[src/dual_half_timer_map.svh]
// Register offsets, field positions, reset values and counts of the dual half timer.
`ifndef DUAL_HALF_TIMER_MAP_SVH
`define DUAL_HALF_TIMER_MAP_SVH

// Register byte offsets on the register bus.
`define DHT_CTRL_OFS        4'h0
`define DHT_COUNT_OFS       4'h4
`define DHT_COMPARE_OFS     4'h8
`define DHT_STATUS_OFS      4'hC

// Fields of timer_control_reg.
`define DHT_CTRL_W          11
`define DHT_CTRL_RST        11'h400
`define DHT_MODE16_BIT      0
`define DHT_LEVEL_LSB       1
`define DHT_TOGGLE_LSB      3
`define DHT_LO_CLKSEL_LSB   5
`define DHT_HI_CLKSEL_LSB   7
`define DHT_LO_OVF16_BIT    9
`define DHT_ACTIVE_BIT      10

// Fields of the status register; bit LSB is the lower half, LSB+1 the upper.
`define DHT_STAT_OVF_LSB    0
`define DHT_STAT_CMF_LSB    2
`define DHT_STAT_IRQ_LSB    4
`define DHT_STAT_PIN_LSB    6

// Counting clock selections.
`define DHT_CLK_STOP        2'h0
`define DHT_CLK_SYS         2'h1
`define DHT_CLK_W4          2'h2

// Pulse widths in watch-clock periods when the watch clock divided by four counts.
`define DHT_EVT_W_PERIODS   2'h2
`define DHT_IRQ_W_PERIODS   1'h1

// Counter reset values and the top count of a half.
`define DHT_COUNT_RST       8'h00
`define DHT_COMPARE_RST     8'hFF
`define DHT_HALF_MAX        8'hFF

// Bus responses.
`define DHT_RESP_OKAY       2'h0
`define DHT_RESP_SLVERR     2'h2

`endif

[src/dual_half_timer_pkg.sv]
// Types shared by the dual half timer modules.
`include "dual_half_timer_map.svh"
package dual_half_timer_pkg;
    // One 8-bit counter half.
    typedef logic [7:0] half_t;
    // Counting clock selection of one half.
    typedef enum logic [1:0] {
        CLK_STOP = `DHT_CLK_STOP,
        CLK_SYS  = `DHT_CLK_SYS,
        CLK_W4   = `DHT_CLK_W4
    } clk_sel_t;
endpackage

[src/half_counter.sv]
// One 8-bit counter half with its compare value, overflow and match events.
`timescale 1ns/1ps
`default_nettype none
`include "dual_half_timer_map.svh"
module half_counter (
    input  wire logic                       aclk,
    input  wire logic                       aresetn,
    input  wire logic                       ce,
    input  wire logic                       tick,
    input  wire logic                       run,
    input  wire logic                       cnt_wr,
    input  wire dual_half_timer_pkg::half_t cnt_wdata,
    input  wire logic                       cmp_wr,
    input  wire dual_half_timer_pkg::half_t cmp_wdata,
    output logic [7:0]                      count,
    output logic [7:0]                      compare,
    output logic                            ovf_ev,
    output logic                            match_ev
);
    logic [7:0] count_ff;       // Counter value.
    logic [7:0] nxt_count;      // Next counter value.
    logic [7:0] cmp_ff;         // Compare value.
    logic [7:0] nxt_cmp;        // Next compare value.
    logic [7:0] inc;            // Counter plus one.

    assign inc     = count_ff + 8'h01;
    assign count   = count_ff;
    assign compare = cmp_ff;

    // Count and compare updates, and the events they raise; a write beats the tick.
    always_comb begin
        nxt_count = count_ff;
        nxt_cmp   = cmp_ff;
        ovf_ev    = 1'b0;
        match_ev  = 1'b0;
        if (cnt_wr) begin
            nxt_count = cnt_wdata;  // A write in the wrap cycle hides the overflow.
        end else if (tick) begin
            nxt_count = inc;
            ovf_ev    = (count_ff == `DHT_HALF_MAX);
        end
        if (cmp_wr) begin
            nxt_cmp  = cmp_wdata;
            // The colliding match is dropped; equal new data matches at once.
            match_ev = run && (cmp_wdata == count_ff);
        end else begin
            // Matches only arise on the half's own tick, so none while stopped.
            match_ev = tick && !cnt_wr && (inc == cmp_ff);
        end
    end

    // Registers only; clock enable freezes them.
    always_ff @(posedge aclk) begin
        if (!aresetn) begin
            count_ff <= `DHT_COUNT_RST;
            cmp_ff   <= `DHT_COMPARE_RST;
        end else if (ce) begin
            count_ff <= nxt_count;
            cmp_ff   <= nxt_cmp;
        end
    end
endmodule
`default_nettype wire

[src/dual_half_compare_timer.sv]
// Dual 8-bit or single 16-bit compare timer with toggle pins and an AXI4-Lite slave.
//
// How it works
// - 16-bit mode: upper flag on full overflow.
// - Counter write hides coinciding overflow.
// - Toggle pin inverts on each compare match.
// - Control write beats toggle, pin takes level.
// - Compare write drops match; equal data matches.
// - Match follows the half's counting clock.
// - Stopped counting clock gives no match.
// - Watch/4: irq pulse 1, events 2 periods.
// - Active mode: clear during irq pulse re-sets.
// - Ovf/match flag clear ignored while pulse stands.
//
// Our own choices: the register addresses and the AXI4-Lite register port.
`timescale 1ns/1ps
`default_nettype none
`include "dual_half_timer_map.svh"
module dual_half_compare_timer (
    input  wire logic        aclk,
    input  wire logic        aresetn,
    input  wire logic        ce,
    input  wire logic        watch_clk_in,
    input  wire logic [3:0]  s_axi_awaddr,
    input  wire logic        s_axi_awvalid,
    output logic             s_axi_awready,
    input  wire logic [31:0] s_axi_wdata,
    input  wire logic [3:0]  s_axi_wstrb,
    input  wire logic        s_axi_wvalid,
    output logic             s_axi_wready,
    output logic [1:0]       s_axi_bresp,
    output logic             s_axi_bvalid,
    input  wire logic        s_axi_bready,
    input  wire logic [3:0]  s_axi_araddr,
    input  wire logic        s_axi_arvalid,
    output logic             s_axi_arready,
    output logic [31:0]      s_axi_rdata,
    output logic [1:0]       s_axi_rresp,
    output logic             s_axi_rvalid,
    input  wire logic        s_axi_rready,
    output logic             upper_toggle_pin,
    output logic             lower_toggle_pin
);
    // Bus slave state.
    logic        aw_got_ff;     // Write address held.
    logic        nxt_aw_got;
    logic [3:0]  awaddr_ff;     // Held write address.
    logic [3:0]  nxt_awaddr;
    logic        w_got_ff;      // Write data held.
    logic        nxt_w_got;
    logic [31:0] wdata_ff;      // Held write data.
    logic [31:0] nxt_wdata;
    logic [3:0]  wstrb_ff;      // Held byte strobes.
    logic [3:0]  nxt_wstrb;
    logic        bvalid_ff;     // Write response pending.
    logic        nxt_bvalid;
    logic [1:0]  bresp_ff;      // Write response code.
    logic [1:0]  nxt_bresp;
    logic        rvalid_ff;     // Read data pending.
    logic        nxt_rvalid;
    logic [31:0] rdata_ff;      // Read data.
    logic [31:0] nxt_rdata;
    logic [1:0]  rresp_ff;      // Read response code.
    logic [1:0]  nxt_rresp;
    logic        do_wr;         // Register write happens this cycle.
    logic        wr_ctrl;       // Byte 0 of the control register is written.
    logic        wr_stat;       // Status clear write.
    logic [1:0]  wr_cnt;        // Per-half counter write.
    logic [1:0]  wr_cmp;        // Per-half compare write.

    // Timer state.
    logic [`DHT_CTRL_W-1:0] ctrl_ff;    // timer_control_reg.
    logic [`DHT_CTRL_W-1:0] nxt_ctrl;
    logic [2:0]  wsync_ff;      // Watch clock: two sync stages plus edge history.
    logic [2:0]  nxt_wsync;
    logic [1:0]  wdiv_ff;       // Watch clock divide-by-four prescaler.
    logic [1:0]  nxt_wdiv;
    logic        w_tick;        // One cycle per watch clock rising edge.
    logic        w4_tick;       // One cycle per four watch periods.
    logic        mode16;        // Halves cascade into one 16-bit counter.
    logic        active;        // Active (high or medium speed) mode.
    logic [1:0]  sel_w4;        // Half counts on the divided watch clock.
    logic [1:0]  run;           // Half's counting clock is running.
    logic [1:0]  tick;          // Half's counting clock edge.
    logic [7:0]  count [2];     // Counter values, index 0 is the lower half.
    logic [7:0]  compare [2];   // Compare values.
    logic [1:0]  ovf_raw;       // Overflow events from the halves.
    logic [1:0]  match_ev;      // Compare match events.
    logic [1:0]  ovf_ev;        // Overflow events that may set their flag.
    logic [1:0]  ovf_flag;      // Overflow flags.
    logic [1:0]  cmf_flag;      // Match flags.
    logic [1:0]  irq_flag;      // Interrupt request flags.
    logic [1:0]  pin;           // Toggle pin levels.
    logic [1:0]  clk_sel [2];   // Counting clock selections.

    assign mode16     = ctrl_ff[`DHT_MODE16_BIT];
    assign active     = ctrl_ff[`DHT_ACTIVE_BIT];
    assign clk_sel[0] = ctrl_ff[`DHT_LO_CLKSEL_LSB +: 2];
    assign clk_sel[1] = ctrl_ff[`DHT_HI_CLKSEL_LSB +: 2];

    // The watch clock is a foreign pin: two stages before any logic looks at it.
    assign w_tick  = ce && wsync_ff[1] && !wsync_ff[2];
    assign w4_tick = w_tick && (wdiv_ff == 2'h3);

    // Watch clock synchroniser and prescaler.
    always_comb begin
        nxt_wsync = {wsync_ff[1:0], watch_clk_in};
        nxt_wdiv  = w_tick ? wdiv_ff + 2'h1 : wdiv_ff;
    end

    // Counting clocks. In 16-bit mode the upper half runs on the lower's carry.
    always_comb begin
        for (int i = 0; i < 2; i++) begin
            run[i]    = (clk_sel[0] != `DHT_CLK_STOP);
            sel_w4[i] = (clk_sel[0] == `DHT_CLK_W4);
        end
        tick[0] = ce && ((clk_sel[0] == `DHT_CLK_SYS) || (sel_w4[0] && w4_tick));
        if (mode16) begin
            tick[1] = ce && ovf_raw[0];
        end else begin
            run[1]    = (clk_sel[1] != `DHT_CLK_STOP);
            sel_w4[1] = (clk_sel[1] == `DHT_CLK_W4);
            tick[1]   = ce && ((clk_sel[1] == `DHT_CLK_SYS) || (sel_w4[1] && w4_tick));
        end
    end

    // Which events may set an overflow flag.
    always_comb begin
        ovf_ev[1] = ovf_raw[1];     // Full 16-bit overflow or 8-bit upper overflow.
        // In 16-bit mode the lower flag needs its own enable bit.
        ovf_ev[0] = ovf_raw[0] && (!mode16 || ctrl_ff[`DHT_LO_OVF16_BIT]);
    end

    // Per-half counter, pulse shaping, flags and toggle pin.
    for (genvar h = 0; h < 2; h++) begin : g_half
        logic [1:0] ovf_left_ff;    // Watch periods left of the overflow pulse.
        logic [1:0] nxt_ovf_left;
        logic [1:0] cmf_left_ff;    // Watch periods left of the match pulse.
        logic [1:0] nxt_cmf_left;
        logic       irq_left_ff;    // Watch period left of the interrupt source pulse.
        logic       nxt_irq_left;
        logic       ovf_ff;
        logic       nxt_ovf;
        logic       cmf_ff;
        logic       nxt_cmf;
        logic       irq_ff;
        logic       nxt_irq;
        logic       pin_ff;
        logic       nxt_pin;
        logic       ovf_pulse;      // Overflow signal.
        logic       cmf_pulse;      // Compare match signal.
        logic       irq_pulse;      // Interrupt source signal.
        logic       irq_ev;         // Start of an interrupt source pulse.

        half_counter u_half (
            .aclk      (aclk),
            .aresetn   (aresetn),
            .ce        (ce),
            .tick      (tick[h]),
            .run       (run[h]),
            .cnt_wr    (wr_cnt[h]),
            .cnt_wdata (wdata_ff[8*h +: 8]),
            .cmp_wr    (wr_cmp[h]),
            .cmp_wdata (wdata_ff[8*h +: 8]),
            .count     (count[h]),
            .compare   (compare[h]),
            .ovf_ev    (ovf_raw[h]),
            .match_ev  (match_ev[h])
        );

        assign irq_ev    = ovf_ev[h] || match_ev[h];
        assign ovf_pulse = ovf_ev[h] || (ovf_left_ff != 2'h0);
        assign cmf_pulse = match_ev[h] || (cmf_left_ff != 2'h0);
        assign irq_pulse = irq_ev || irq_left_ff;

        // Stretch pulses on the divided watch clock; on the system clock they last one cycle.
        always_comb begin
            nxt_ovf_left = ovf_left_ff;
            nxt_cmf_left = cmf_left_ff;
            nxt_irq_left = irq_left_ff;
            if (w_tick) begin
                nxt_ovf_left = (ovf_left_ff != 2'h0) ? ovf_left_ff - 2'h1 : 2'h0;
                nxt_cmf_left = (cmf_left_ff != 2'h0) ? cmf_left_ff - 2'h1 : 2'h0;
                nxt_irq_left = 1'b0;
            end
            if (ovf_ev[h] && sel_w4[h]) begin
                nxt_ovf_left = `DHT_EVT_W_PERIODS;
            end
            if (match_ev[h] && sel_w4[h]) begin
                nxt_cmf_left = `DHT_EVT_W_PERIODS;
            end
            if (irq_ev && sel_w4[h]) begin
                nxt_irq_left = `DHT_IRQ_W_PERIODS;
            end
        end

        // Flags: setting wins over clearing; an overflow or match flag clear during a live pulse is ignored.
        always_comb begin
            nxt_ovf = ovf_ff;
            nxt_cmf = cmf_ff;
            nxt_irq = irq_ff;
            if (wr_stat && wdata_ff[`DHT_STAT_OVF_LSB + h] && !ovf_pulse) begin
                nxt_ovf = 1'b0;
            end
            if (wr_stat && wdata_ff[`DHT_STAT_CMF_LSB + h] && !cmf_pulse) begin
                nxt_cmf = 1'b0;
            end
            if (wr_stat && wdata_ff[`DHT_STAT_IRQ_LSB + h]) begin
                nxt_irq = 1'b0;
            end
            if (ovf_ev[h]) begin
                nxt_ovf = 1'b1;
            end
            if (match_ev[h]) begin
                nxt_cmf = 1'b1;
            end
            // In active mode the standing source pulse sets the flag again.
            if (irq_ev || (active && irq_pulse && irq_ff)) begin
                nxt_irq = 1'b1;
            end
        end

        // Toggle pin: a control write loads the level and beats a coinciding match.
        always_comb begin
            nxt_pin = pin_ff;
            if (wr_ctrl) begin
                nxt_pin = wdata_ff[`DHT_LEVEL_LSB + h];
            end else if (match_ev[h] && ctrl_ff[`DHT_TOGGLE_LSB + h]) begin
                nxt_pin = !pin_ff;
            end
        end

        // Registers of one half.
        always_ff @(posedge aclk) begin
            if (!aresetn) begin
                ovf_left_ff <= 2'h0;
                cmf_left_ff <= 2'h0;
                irq_left_ff <= 1'b0;
                ovf_ff      <= 1'b0;
                cmf_ff      <= 1'b0;
                irq_ff      <= 1'b0;
                pin_ff      <= 1'b0;
            end else if (ce) begin
                ovf_left_ff <= nxt_ovf_left;
                cmf_left_ff <= nxt_cmf_left;
                irq_left_ff <= nxt_irq_left;
                ovf_ff      <= nxt_ovf;
                cmf_ff      <= nxt_cmf;
                irq_ff      <= nxt_irq;
                pin_ff      <= nxt_pin;
            end
        end

        assign ovf_flag[h] = ovf_ff;
        assign cmf_flag[h] = cmf_ff;
        assign irq_flag[h] = irq_ff;
        assign pin[h]      = pin_ff;
    end

    assign upper_toggle_pin = pin[1];
    assign lower_toggle_pin = pin[0];

    // AXI4-Lite slave.
    // Address and data are caught in either order; the write lands once both are held.
    assign s_axi_awready = ce && !aw_got_ff && !bvalid_ff;
    assign s_axi_wready  = ce && !w_got_ff && !bvalid_ff;
    assign s_axi_arready = ce && !rvalid_ff;
    assign s_axi_bvalid  = bvalid_ff;
    assign s_axi_bresp   = bresp_ff;
    assign s_axi_rvalid  = rvalid_ff;
    assign s_axi_rdata   = rdata_ff;
    assign s_axi_rresp   = rresp_ff;

    assign do_wr   = ce && aw_got_ff && w_got_ff && !bvalid_ff;
    assign wr_ctrl = do_wr && (awaddr_ff == `DHT_CTRL_OFS) && wstrb_ff[0];
    assign wr_stat = do_wr && (awaddr_ff == `DHT_STATUS_OFS) && wstrb_ff[0];
    assign wr_cnt  = (do_wr && (awaddr_ff == `DHT_COUNT_OFS)) ? wstrb_ff[1:0] : 2'h0;
    assign wr_cmp  = (do_wr && (awaddr_ff == `DHT_COMPARE_OFS)) ? wstrb_ff[1:0] : 2'h0;

    // Write channel sequencing and control register update.
    always_comb begin
        nxt_aw_got = aw_got_ff;
        nxt_awaddr = awaddr_ff;
        nxt_w_got  = w_got_ff;
        nxt_wdata  = wdata_ff;
        nxt_wstrb  = wstrb_ff;
        nxt_bvalid = bvalid_ff;
        nxt_bresp  = bresp_ff;
        nxt_ctrl   = ctrl_ff;
        if (s_axi_awvalid && s_axi_awready) begin
            nxt_aw_got = 1'b1;
            nxt_awaddr = {s_axi_awaddr[3:2], 2'h0};
        end
        if (s_axi_wvalid && s_axi_wready) begin
            nxt_w_got = 1'b1;
            nxt_wdata = s_axi_wdata;
            nxt_wstrb = s_axi_wstrb;
        end
        if (do_wr) begin
            nxt_aw_got = 1'b0;
            nxt_w_got  = 1'b0;
            nxt_bvalid = 1'b1;
            // Every aligned word in the 16-byte window is mapped.
            nxt_bresp  = `DHT_RESP_OKAY;
            if (wr_ctrl) begin
                nxt_ctrl[7:0] = wdata_ff[7:0];
            end
            if ((awaddr_ff == `DHT_CTRL_OFS) && wstrb_ff[1]) begin
                nxt_ctrl[`DHT_CTRL_W-1:8] = wdata_ff[`DHT_CTRL_W-1:8];
            end
        end else if (s_axi_bready && bvalid_ff) begin
            nxt_bvalid = 1'b0;
        end
    end

    // Read channel: data sampled at the address handshake.
    always_comb begin
        nxt_rvalid = rvalid_ff;
        nxt_rdata  = rdata_ff;
        nxt_rresp  = rresp_ff;
        if (s_axi_arvalid && s_axi_arready) begin
            nxt_rvalid = 1'b1;
            nxt_rresp  = `DHT_RESP_OKAY;
            nxt_rdata  = 32'h0000_0000;
            unique case ({s_axi_araddr[3:2], 2'h0})
                `DHT_CTRL_OFS: begin
                    nxt_rdata[`DHT_CTRL_W-1:0] = ctrl_ff;
                end
                `DHT_COUNT_OFS: begin
                    nxt_rdata[15:0] = {count[1], count[0]};
                end
                `DHT_COMPARE_OFS: begin
                    nxt_rdata[15:0] = {compare[1], compare[0]};
                end
                default: begin
                    nxt_rdata[7:0] = {pin, irq_flag, cmf_flag, ovf_flag};
                end
            endcase
        end else if (s_axi_rready && rvalid_ff) begin
            nxt_rvalid = 1'b0;
        end
    end

    // Shared registers: bus slave, control, watch clock path.
    always_ff @(posedge aclk) begin
        if (!aresetn) begin
            aw_got_ff <= 1'b0;
            awaddr_ff <= 4'h0;
            w_got_ff  <= 1'b0;
            wdata_ff  <= 32'h0000_0000;
            wstrb_ff  <= 4'h0;
            bvalid_ff <= 1'b0;
            bresp_ff  <= `DHT_RESP_OKAY;
            rvalid_ff <= 1'b0;
            rdata_ff  <= 32'h0000_0000;
            rresp_ff  <= `DHT_RESP_OKAY;
            ctrl_ff   <= `DHT_CTRL_RST;
            wsync_ff  <= 3'h0;
            wdiv_ff   <= 2'h0;
        end else if (ce) begin
            aw_got_ff <= nxt_aw_got;
            awaddr_ff <= nxt_awaddr;
            w_got_ff  <= nxt_w_got;
            wdata_ff  <= nxt_wdata;
            wstrb_ff  <= nxt_wstrb;
            bvalid_ff <= nxt_bvalid;
            bresp_ff  <= nxt_bresp;
            rvalid_ff <= nxt_rvalid;
            rdata_ff  <= nxt_rdata;
            rresp_ff  <= nxt_rresp;
            ctrl_ff   <= nxt_ctrl;
            wsync_ff  <= nxt_wsync;
            wdiv_ff   <= nxt_wdiv;
        end
    end
endmodule
`default_nettype wire

[config.mk]
export PLATFORM = sky130hd
export DESIGN_NAME = dual_half_compare_timer
export DESIGN_NICKNAME = d
export VERILOG_FILES = /design/src/dual_half_timer_pkg.sv /design/src/half_counter.sv /design/src/dual_half_compare_timer.sv
export VERILOG_INCLUDE_DIRS = /design/src /design/src/src
export SDC_FILE = /design/constraint.sdc
export NUM_CORES = 1
export LEC_CHECK = 0
export ABC_AREA = 1
export BUFFER_PORTS_ARGS = -buffer_cell sky130_fd_sc_hd__clkbuf_2
export CAP_MARGIN = 10
export CORE_ASPECT_RATIO = 1.75
export CORE_MARGIN = 4
export CORE_UTILIZATION = 35
export DETAILED_ROUTE_END_ITERATION = 16
export HOLD_SLACK_MARGIN = 0.12
export PLACE_DENSITY = 0.65
export SYNTH_ARGS = -nofsm -noshare
export SYNTH_HDL_FRONTEND = slang
export SYNTH_HIERARCHICAL = 1
export SYNTH_SLANG_ARGS = --single-unit
[constraint.sdc]
create_clock -name aclk -period 2.9 [get_ports aclk]
set_input_delay 0.435 -clock aclk [delete_from_list [all_inputs] [get_ports aclk]]
set_output_delay 0.435 -clock aclk [all_outputs]
set_load 0.01 [all_outputs]
# After elaboration in Yosys (flattened, before gate mapping)
# Index checks and enable logic that the tools add are counted.
dict set report word_totals {
  reg_bits 106
  wordCells 250
}
dict set report op_classes {
  addsub 7
  n_eq_ne 16
  muxes 57
  reduce_logical 140
}
# operator count
set ops {}
lappend ops {{logical AND 1 bit} 57}
lappend ops {{AND reduction 2 bit} 26}
lappend ops {{nonzero test 2 bit} 26}
lappend ops {{2-to-1 mux 1 bit} 36}
lappend ops {{== test 8 bit} 4}
lappend ops {{2-to-1 mux 8 bit} 4}
lappend ops {{2-to-1 mux 2 bit} 14}
lappend ops {{case mux 8 bit (3 select lines)} 1}
lappend ops {{adder 8 x 1 -> 8 bit (second input constant)} 2}
lappend ops {{== test 8 bit (second input constant)} 2}
lappend ops {{logical NOT 1 bit} 14}
lappend ops {{logical OR 1 bit} 13}
lappend ops {{== test 2 bit (second input constant)} 6}
lappend ops {{case mux 5 bit (2 select lines)} 1}
lappend ops {{case mux 3 bit (3 select lines)} 1}
lappend ops {{== test 2 x 1 -> 1 bit (second input constant)} 4}
lappend ops {{subtractor 2 x 1 -> 2 bit (second input constant)} 4}
lappend ops {{AND reduction 3 bit} 2}
lappend ops {{logical NOT 4 bit} 1}
lappend ops {{adder 2 x 1 -> 2 bit (second input constant)} 1}
lappend ops {{logical NOT 2 bit} 1}

# Depth between registers and ports, before layout
# Gate-level depths: netlist of run 1.
dict set report depth {
  depth_word 20
  ltp_mapped 25
}

# Cells and area by module
# Netlist of run 1, hierarchy kept.
# module n_inst cells_per_inst area_each_um2 seq_area_each_um2
set modules_own_cells {}
lappend modules_own_cells {dual_half_compare_timer 1 507 3609.7 1481.4}
lappend modules_own_cells {{half_counter (g_half[1].u_half)} 1 159 1063.5 320.3}
lappend modules_own_cells {{half_counter (g_half[0].u_half)} 1 157 1049.8 320.3}

# Least setup slack after synthesis of run 1
# Ideal clock, no wire load.
dict set report synth_timing {
  path_kind {input to register}
  start {in ce}
  end {reg g_half[1].pin_ff, in the netlist upper_toggle_pin}
  arrival_ns 2.747
  path_slack_ns 0.039
  cell_stages 23
  cell_sequence {buf_6 -> nand2_4 -> nor2_8 -> a31oi_1 -> nor3_1 -> nand2_2 -> nor3_1 -> nand2_1 -> a21oi_1 -> nand2_1 -> nor2_1 -> nand3_1 -> nor2_1 -> nand3_1 -> nor2_1 -> nand3_1 -> nand2_1 -> nand2_1 -> inv_1 -> nand2_1 -> nand2_1 -> nand3_1 -> nor2b_1}
}
dict set report synth_via {
  elab_chain_len 16
  word_cells_on_any_way 30
}
# item line_no
set synth_lines {}
lappend synth_lines {{start: declaration} dual_half_compare_timer.sv:22} ;# input wire logic ce,
lappend synth_lines {{logical AND 1 bit (2 in series)} dual_half_compare_timer.sv:102} ;# assign w_tick = ce && wsync_ff[1] && !wsync_ff[2];
lappend synth_lines {{logical AND 1 bit} dual_half_compare_timer.sv:103} ;# assign w4_tick = w_tick && (wdiv_ff == 2'h3);
lappend synth_lines {{logical AND 1 bit} dual_half_compare_timer.sv:117} ;# tick[0] = ce && ((clk_sel[0] == `DHT_CLK_SYS) || (sel_w4[0] && w4_tick));
lappend synth_lines {{logical OR 1 bit} dual_half_compare_timer.sv:117}
lappend synth_lines {{logical AND 1 bit *} dual_half_compare_timer.sv:117}
lappend synth_lines {{net tick[0]} dual_half_compare_timer.sv:84} ;# logic [1:0] tick;
lappend synth_lines {{2-to-1 mux 1 bit *} half_counter.sv:38} ;# end else if (tick) begin
lappend synth_lines {{2-to-1 mux 1 bit *} half_counter.sv:36} ;# if (cnt_wr) begin
lappend synth_lines {{net ovf_raw[0]} dual_half_compare_timer.sv:87} ;# logic [1:0] ovf_raw;
lappend synth_lines {{logical AND 1 bit *} dual_half_compare_timer.sv:119} ;# tick[1] = ce && ovf_raw[0];
lappend synth_lines {{2-to-1 mux 1 bit *} dual_half_compare_timer.sv:118} ;# if (mode16) begin
lappend synth_lines {{net tick[1]} dual_half_compare_timer.sv:84}
lappend synth_lines {{logical AND 1 bit * (2 in series)} half_counter.sv:48} ;# match_ev = tick && !cnt_wr && (inc == cmp_ff);
lappend synth_lines {{2-to-1 mux 1 bit *} half_counter.sv:42} ;# if (cmp_wr) begin
lappend synth_lines {{logical AND 1 bit *} dual_half_compare_timer.sv:228} ;# end else if (match_ev[h] && ctrl_ff[`DHT_TOGGLE_LSB + h]) begin
lappend synth_lines {{nonzero test 2 bit (no source line) *} n/a}
lappend synth_lines {{AND reduction 2 bit (no source line) *} n/a}
lappend synth_lines {{end signal: assignment} dual_half_compare_timer.sv:250} ;# pin_ff <= nxt_pin;
lappend synth_lines {{end: declaration} dual_half_compare_timer.sv:148} ;# logic pin_ff;
# The timed path passes the listed nets; every way through them passes the cells marked *.
# A chain may end at the register's enable or synchronous reset.

# Final worst setup path of run 1
dict set report layout_timing {
  start {reg wdiv_ff[0]}
  end {reg g_half[1].cmf_left_ff[0]}
}
dict set report layout_via {
  elab_chain_len 15
  word_cells_on_any_way 19
}
# item line_no
set layout_lines {}
lappend layout_lines {{start: declaration} dual_half_compare_timer.sv:76} ;# logic [1:0] wdiv_ff;
lappend layout_lines {{start signal: assignment} dual_half_compare_timer.sv:373} ;# wdiv_ff <= nxt_wdiv;
lappend layout_lines {{== test 2 bit *} dual_half_compare_timer.sv:103}
lappend layout_lines {{logical AND 1 bit *} dual_half_compare_timer.sv:103}
lappend layout_lines {{logical AND 1 bit *} dual_half_compare_timer.sv:117}
lappend layout_lines {{logical OR 1 bit *} dual_half_compare_timer.sv:117}
lappend layout_lines {{logical AND 1 bit *} dual_half_compare_timer.sv:117}
lappend layout_lines {{net tick[0]} dual_half_compare_timer.sv:84}
lappend layout_lines {{2-to-1 mux 1 bit *} half_counter.sv:38}
lappend layout_lines {{2-to-1 mux 1 bit *} half_counter.sv:36}
lappend layout_lines {{net ovf_raw[0]} dual_half_compare_timer.sv:87}
lappend layout_lines {{logical AND 1 bit *} dual_half_compare_timer.sv:119}
lappend layout_lines {{2-to-1 mux 1 bit *} dual_half_compare_timer.sv:118}
lappend layout_lines {{net tick[1]} dual_half_compare_timer.sv:84}
lappend layout_lines {{logical AND 1 bit * (2 in series)} half_counter.sv:48}
lappend layout_lines {{2-to-1 mux 1 bit *} half_counter.sv:42}
lappend layout_lines {{logical AND 1 bit *} dual_half_compare_timer.sv:189} ;# if (match_ev[h] && sel_w4[h]) begin
lappend layout_lines {{nonzero test 2 bit (no source line)} n/a}
lappend layout_lines {{AND reduction 2 bit (no source line)} n/a}
lappend layout_lines {{end signal: assignment} dual_half_compare_timer.sv:245} ;# cmf_left_ff <= nxt_cmf_left;
lappend layout_lines {{end: declaration} dual_half_compare_timer.sv:138} ;# logic [1:0] cmf_left_ff;
# Marks and branches as above.

==> results of run 1 <==
## synthesized netlist by cell type (7+ instances only)
cell      instances  share of area [%]
o211ai_1         22                2.9
ha_1              7                1.5
nand2_2          11                1.2
xor2_1            9                1.4
buf_2             9               0.79
o21ai_1          11               0.96
nand3b_1         11                1.4
nor2_1           90                5.9
inv_2             9               0.59
nand2_1         199                 13
nand3_1          69                6.0
nor3_1           12                1.0
inv_1            59                3.9
o21ai_0          38                3.3
a21oi_1          62                5.4
clkbuf_1         12               0.79
dfxtp_1         106                 37
buf_4            23                3.0
## worst reg2reg max path: stages, from the launching register on
cell,delay (ns)
dfxtp_2,0.37
ha_4,0.16
a31oi_4,0.08
nor3_2,0.22
nand2_2,0.11
nor3_4,0.14
nand2_1,0.08
a21oi_2,0.15
nand2_1,0.08
nor2_1,0.10
nand3_1,0.07
nor2_1,0.11
nand3_1,0.10
nor2_1,0.11
nand3_1,0.08
nand2_2,0.12
nand2_2,0.09
inv_4,0.09
nand2_2,0.07
nand2_2,0.09
nand2_1,0.06
a21oi_1,0.11
## timing repair
action / in CTS / in global routing
pin swaps: 0 / 11
hold buffers: 0 / 0
resized for setup: 2 / 18
buffers inserted: 0 / 4
setup endpoints to repair: 3 / 5
## metal layers
| layer | track usage [%] | up-vias | routed length (µm) | share of wire, % |
|---|---|---|---|---|
| li1 | - | 2831 | - | - |
| met2 | 36.54 | 185 | 9482 | 54 |
| met4 | 14.45 | 0 | 1366 | 7.8 |
| met3 | 2.300 | 75 | 624 | 3.5 |
| met5 | 0 | - | 0 | 0 |
| met1 | 18.14 | 2635 | 6151 | 35 |
## worst paths after layout
check | start | end | slack (ns) | depth (start not counted)
max | wdiv_ff[0] | g_half[1].cmf_left_ff[0] | 0.21 | 21
max reg2reg | wdiv_ff[0] | g_half[1].cmf_left_ff[0] | 0.21 | 21
min | s_axi_wdata[6] | wdata_ff[6] | 0.33 | 3
min reg2reg | s_axi_rdata[9] | s_axi_rdata[9] | 0.47 | 2
## power groups by stage
| stage | clock network [µW] | registers (µW) | logic, µW |
|---|---|---|---|
| after floorplan | 0 | 1560 | 193 |
| after detailed placement | 0 | 1570 | 278 |
| after CTS | 1250 | 1540 | 279 |
| final | 1240 | 1540 | 280 |
| after global routing | 1310 | 1550 | 312 |
| after global placement | 0 | 1570 | 274 |
## logic make-up after synthesis
family	after synthesis	synth area share, %
other cells	1	0.06553
flops	106	37.08
compound gates	161	16.62
fa+ha+maj	7	1.530
buf+inv	119	10.06
xor+xnor	14	2.624
simple gates	415	32.03
## sequential cells by signal, summed over array words and instances (netlist names), 3 cells and up
signal / cells
g_half.cmf_left_ff: 4
wdata_ff: 16
g_half.u_half/count: 16
g_half.ovf_left_ff: 4
g_half.u_half/compare: 16
s_axi_rdata: 16
ctrl_ff: 11
wsync_ff: 3
## stage by stage
step | instances | cell area, µm² | TNS (ns)
2_1_floorplan | 842 | 5794 | 0
3_3_place_gp | 1070 | 6247 | -0.3994
3_5_place_dp | 1070 | 6247 | -0.7750
4_1_cts | 1086 | 6555 | 0
5_1_grt | 1090 | 6645 | -0.07530
6_report | 1090 | 6645 | 0
## cell type report
class | instances | share of cell area, %
inverter | 70 | 4.011
sequential | 106 | 31.97
tap | 189 | 3.559
clock buffer | 11 | 3.803
timing repair buffer | 92 | 8.398
multi-input combinational | 617 | 47.58
clock inverter | 5 | 0.6778
==> summary.md, run 1 <==
| Metric | Value |
|---|---|
| Worst Path Buf+Inv | `1` |
| Via density | `5.253` |
| Total Routed Length | `17620 µm` |
| Max Root-Sink Buffers | `2` |
| Die W | `104.7 µm` |
| Syn Area/Cell | `6.954 µm²` |
| GPL Wtd Cong | `0.9401` |
| Nets | `956` |
| Synthesized instance count | `823` |
| Class of the worst hold path | `primary input to register` |
| Total power of the final layout | `3064 µW` |
| Worst-path clk slew | `0.08 ns` |
| Total GRT Usage | `19.02%` |
| Crit share post-route | `92.64%` |
| H-tree depth | `3` |
| CP top delay family | `simple AND/OR/NAND/NOR gates` |
| Clk network pwr share | `40.6%` |
| Count of endpoints failing setup in the final report | `0` |
| CTS sink cnt | `106` |
| Seq/Total Area, Yosys | `37.08%` |
| Critical path's slowest cell | `dfxtp_2` |
| Sw Pwr | `827.2 µW` |
| WHS | `0.3334 ns` |
| Slew @ Worst Pin | `1.029 ns` |
| Filler cells | `1669` |
| Detailed-route DRC error count | `0` |
| Total number of vias | `5726` |
| First DRT Iteration DRCs | `292` |
| Post-detail-place hpwl | `13410 µm` |
| Sw Share | `27.00%` |
| CTS tree | `yes` |
| Commonest non-fill, non-tap cell in the layout | `nand2_1` |
| #FFs+latches synth | `106` |
| Die area | `18540 µm²` |
| Leak | `0.002949 µW` |
| Post-synth EDFFs | `0` |
| Final Core Density | `41.66%` |
| Vias in the first global route | `5626` |
| Initial antenna violation count | `0` |
| Seq pwr share | `50.3%` |
| Slowest cell delay on critical path | `0.37 ns` |
| Die Y | `177.2 µm` |
| Area Overhead vs Synth | `16.11%` |
| Multi-input gate area | `3162 µm²` |
| Most frequent cells in the layout | `193 x nand2_1, 104 x dfxtp_1, 90 x nor2_1` |
| Layout cells sized above 1 | `18.20%` |
| Final Critical Period | `2.686 ns` |
| RSZ-0062 raised after global routing | `yes` |
| Ant. Diodes | `0` |
| Port bufs | `53` |
| Critical Path End Type | `register` |
| GR Overflow Total | `0` |
| Max-Cap Viols | `0` |
| Largest net degree at the start of global routing | `74` |
| Comb power frac | `9.1%` |
| Critical path type | `register to register` |
| Arr. time, crit path | `2.95 ns` |
| WL per Instance | `16.17 µm` |
| Top Ports | `96` |
| Yosys warns | `6` |
| Cell Int Power | `2236 µW` |
| Worst path cell trace | `ha_4 -> a31oi_4 -> nor3_2 -> nand2_2 -> nor3_4 -> nand2_1 -> a21oi_2 -> nand2_1 -> nor2_1 -> nand3_1 -> nor2_1 -> nand3_1 -> nor2_1 -> nand3_1 -> nand2_2 -> nand2_2 -> inv_4 -> nand2_2 -> nand2_2 -> nand2_1 -> a21oi_1` |
| Worst IR Drop VDD | `0.0002655 V` |
| Worst-Skew Late Latency | `0.35 ns` |
| Most used cell, CP | `nand2_2` |
| Critical Path RT | `3.17 ns` |
| Inserted Clock Buffers | `9` |
| Row count | `61` |
| First-pass GRT wire length | `27970 µm` |
| Final Hold Viols | `0` |
| Synth unique cells | `44` |
| CP Max Fanout | `4` |
| Asr flop ratio synth | `0%` |
| Final ANT Viol Nets | `0` |
| Synth Flop Type | `dfxtp_1` |
| Area of the core | `15950 µm²` |
| PD cells | `461.0 nW/µm²` |
| Max frequency | `372.2 MHz` |
| Max Slew Vio Count | `0` |
| Pre-CTS setup slack | `-0.2296 ns` |
| Initial Utilization | `35.88%` |
| Slew headroom | `31.32%` |
| Setup ws final | `0.2135 ns` |
| Clock root cell | `clkbuf_16` |
| Post-Syn Area | `5723 µm²` |
| Outcome | `completed` |
| Worst Clk Skew | `0.01060 ns` |
| Storage element area | `2125 µm²` |
| Critical path startpoint category | `register` |
| Drt first pass iters | `5` |
Power figures use the tool's default switching activity.
==> inputs of run 2 (changes only) <==
--- a/config.mk
+++ b/config.mk
@@ -10,7 +10,7 @@
 export BUFFER_PORTS_ARGS = -buffer_cell sky130_fd_sc_hd__clkbuf_2
 export CAP_MARGIN = 10
 export CORE_ASPECT_RATIO = 1.75
-export CORE_MARGIN = 4
+export CORE_MARGIN = 8
 export CORE_UTILIZATION = 35
 export DETAILED_ROUTE_END_ITERATION = 16
 export HOLD_SLACK_MARGIN = 0.12
==> run 2 against run 1 <==
- non-clock buffer count shrank 1
- die area grew 13%
- wire length grew 1.1%
- largest cell class unchanged
- largest power group unchanged
- highest routed layer unchanged
==> summary.md, run 2 (synthesis results as in run 1) <==
| Metric | Value |
|---|---|
| Outcome | `completed` |
| Ant. Diodes | `0 (unchanged)` |
| Clock root cell | `clkbuf_16` |
| Vias in the first global route | `5608 (-0.32%)` |
| Arr. time, crit path | `2.93 ns (-0.02 ns)` |
| Area of the core | `16210 µm² (+1.6%)` |
| Total Routed Length | `17820 µm (+1.1%)` |
| Initial Utilization | `35.30% (-0.58 points)` |
| Max Slew Vio Count | `0 (unchanged)` |
| Sum Neg Setup Slack | `0 ns (unchanged)` |
| CTS sink cnt | `106 (unchanged)` |
| Max-Cap Viols | `0 (unchanged)` |
| Final Hold Viols | `0 (unchanged)` |
| Die W | `112.7 µm (+7.6%)` |
| Inserted Clock Buffers | `9 (unchanged)` |
| Max frequency | `372.3 MHz (about the same)` |
| Largest net degree at the start of global routing | `74 (unchanged)` |
| GR Overflow Total | `0 (unchanged)` |
| Drt first pass iters | `5 (unchanged)` |
| Layout cells sized above 1 | `17.89% (-0.31 points)` |
| Row count | `62 (+1.6%)` |
| Slew @ Worst Pin | `1.077 ns (+0.04786 ns)` |
| Most crowded layer after global routing | `met2` |
| Area Overhead vs Synth | `15.92%` |
| Critical path startpoint category | `register` |
| Most frequent cells in the layout | `194 x nand2_1, 103 x dfxtp_1, 90 x nor2_1` |
| GR Util met3 | `2.449% (+0.15 points)` |
| Detailed-route DRC error count | `0 (unchanged)` |
| Die Y | `185.2 µm (+4.5%)` |
| Seq pwr share | `49.8% (-0.5 points)` |
| RSZ-0062 raised after global routing | `yes` |
| Class of the worst hold path | `primary input to register` |
| Commonest non-fill, non-tap cell in the layout | `nand2_1` |
| Clk network pwr share | `41.1% (+0.5 points)` |
| Worst-path clk slew | `0.08 ns (about the same)` |
| Hold buffers post-CTS | `0 (unchanged)` |
| Via density | `5.198 (-1.1%)` |
| H-tree depth | `3 (unchanged)` |
| Total number of vias | `5676 (-0.87%)` |
| Critical Path End Type | `register` |
| Met1 Track Usage GR | `15.18% (-3.0 points)` |
| First-pass GRT wire length | `27990 µm (+0.10%)` |
| Final ANT Viol Nets | `0 (unchanged)` |
| Initial antenna violation count | `0 (unchanged)` |
| Sw Pwr | `819.2 µW (-0.96%)` |
| WL per Instance | `16.32 µm (+0.93%)` |
| Cell Int Power | `2274 µW (+1.7%)` |
| Placed cell count | `1074 (+0.37%)` |
| Critical Path RT | `3.15 ns (-0.02 ns)` |
| Slew headroom | `28.12% (-3.2 points)` |
| Final Critical Period | `2.686 ns (-0.0007180 ns)` |
| First DRT Iteration DRCs | `238 (-18%)` |
| Total GRT Usage | `17.22% (-1.8 points)` |
| CTS tree | `yes` |
| Sw Share | `26.48% (-0.51 points)` |
| M2 GR Usage | `33.57% (-3.0 points)` |
| Crit share post-route | `92.61% (about the same)` |
| Final std cells w/o fill | `1092 (+0.18%)` |
| Critical path type | `register to register` |
| Count of endpoints failing setup in the final report | `0 (unchanged)` |
| Post-detail-place hpwl | `13680 µm (+2.0%)` |
| Comb power frac | `9.1% (about the same)` |
| CP Max Fanout | `4 (unchanged)` |
| Die area | `20860 µm² (+13%)` |
| Worst IR Drop VDD | `0.0002750 V (+3.6%)` |
| Top Ports | `96 (unchanged)` |
| Nets | `955 (-0.10%)` |
| Port bufs | `53 (unchanged)` |
| Leak | `0.002946 µW (about the same)` |
| GPL Wtd Cong | `0.9204 (-2.1%)` |
| Max Root-Sink Buffers | `2 (unchanged)` |
| Worst Clk Skew | `0.009961 ns (-0.0006398 ns)` |
| PD cells | `466.3 nW/µm² (+1.1%)` |
| Worst-Skew Late Latency | `0.36 ns (about the same)` |
-- run 2: power groups by stage --
stage	logic (µW)	clock network, µW	registers, µW
3_3_place_gp	273	0	1570
6_report	281	1270	1540
2_1_floorplan	193	0	1560
3_5_place_dp	277	0	1570
5_1_grt	315	1350	1550
4_1_cts	278	1300	1540
-- run 2: cell type report --
cell class / instances / area, µm²
multi-input combinational: 617 / 3151
inverter: 70 / 264.0
sequential: 106 / 2126
fill: 1695 / 9579
clock buffer: 10 / 229.0
timing repair buffer: 91 / 550.5
clock inverter: 6 / 73.82
tap: 192 / 240.2
-- run 2: routing by layer --
layer | up-vias | part of all wire [%]
met3 | 76 | 2.9
met2 | 150 | 55
li1 | 2823 | -
met1 | 2627 | 35
met4 | 0 | 7.5
met5 | - | 0
-- run 2: through the flow --
step / power, µW / hold slack (ns) / util [%] / instance area, µm² / setup slack [ns]
floorplan: 1757 / 0.4291 / - / 5794 / 0.03942
global route: 3211 / 0.3405 / 40.92 / 6634 / 0.006841
global placement: 1846 / 0.4435 / 38.60 / 6259 / -0.1645
finish: 3093 / 0.3302 / 40.92 / 6634 / 0.2142
CTS: 3118 / 0.3214 / 40.50 / 6566 / 0.03664
detailed placement: 1851 / 0.4486 / 38.60 / 6259 / -0.2354
-- run 2: worst max-delay path: stages (launching register included) --
cell	delay, ns
dfxtp_2	0.37
ha_4	0.15
a31oi_2	0.09
nor3_2	0.22
nand2_2	0.10
nor3_4	0.13
nand2_1	0.08
a21oi_2	0.15
nand2_1	0.09
nor2_1	0.09
nand3_1	0.07
nor2_1	0.12
nand3_1	0.11
nor2_1	0.12
nand3_1	0.09
nand2_2	0.10
nand2_2	0.07
inv_2	0.10
nand2_2	0.05
nand2_1	0.06
nand3_1	0.09
nor2b_1	0.13
-- run 2: path summary, 6_finish.rpt --
kind / start / end / slack [ns] / depth (start not counted)
worst max-delay path: wdiv_ff[0] / upper_toggle_pin / 0.21 / 21
worst min register to register: g_half[1].ovf_ff / g_half[1].ovf_ff / 0.46 / 2
worst min-delay path: s_axi_wdata[9] / wdata_ff[9] / 0.33 / 3
worst max register to register: wdiv_ff[0] / upper_toggle_pin / 0.21 / 21
-- run 2: repair_timing --
item	4_1_cts	5_1_grt
pin swaps	0	11
resized for setup	1	16
setup endpoints to repair	3	5
buffers inserted	0	2
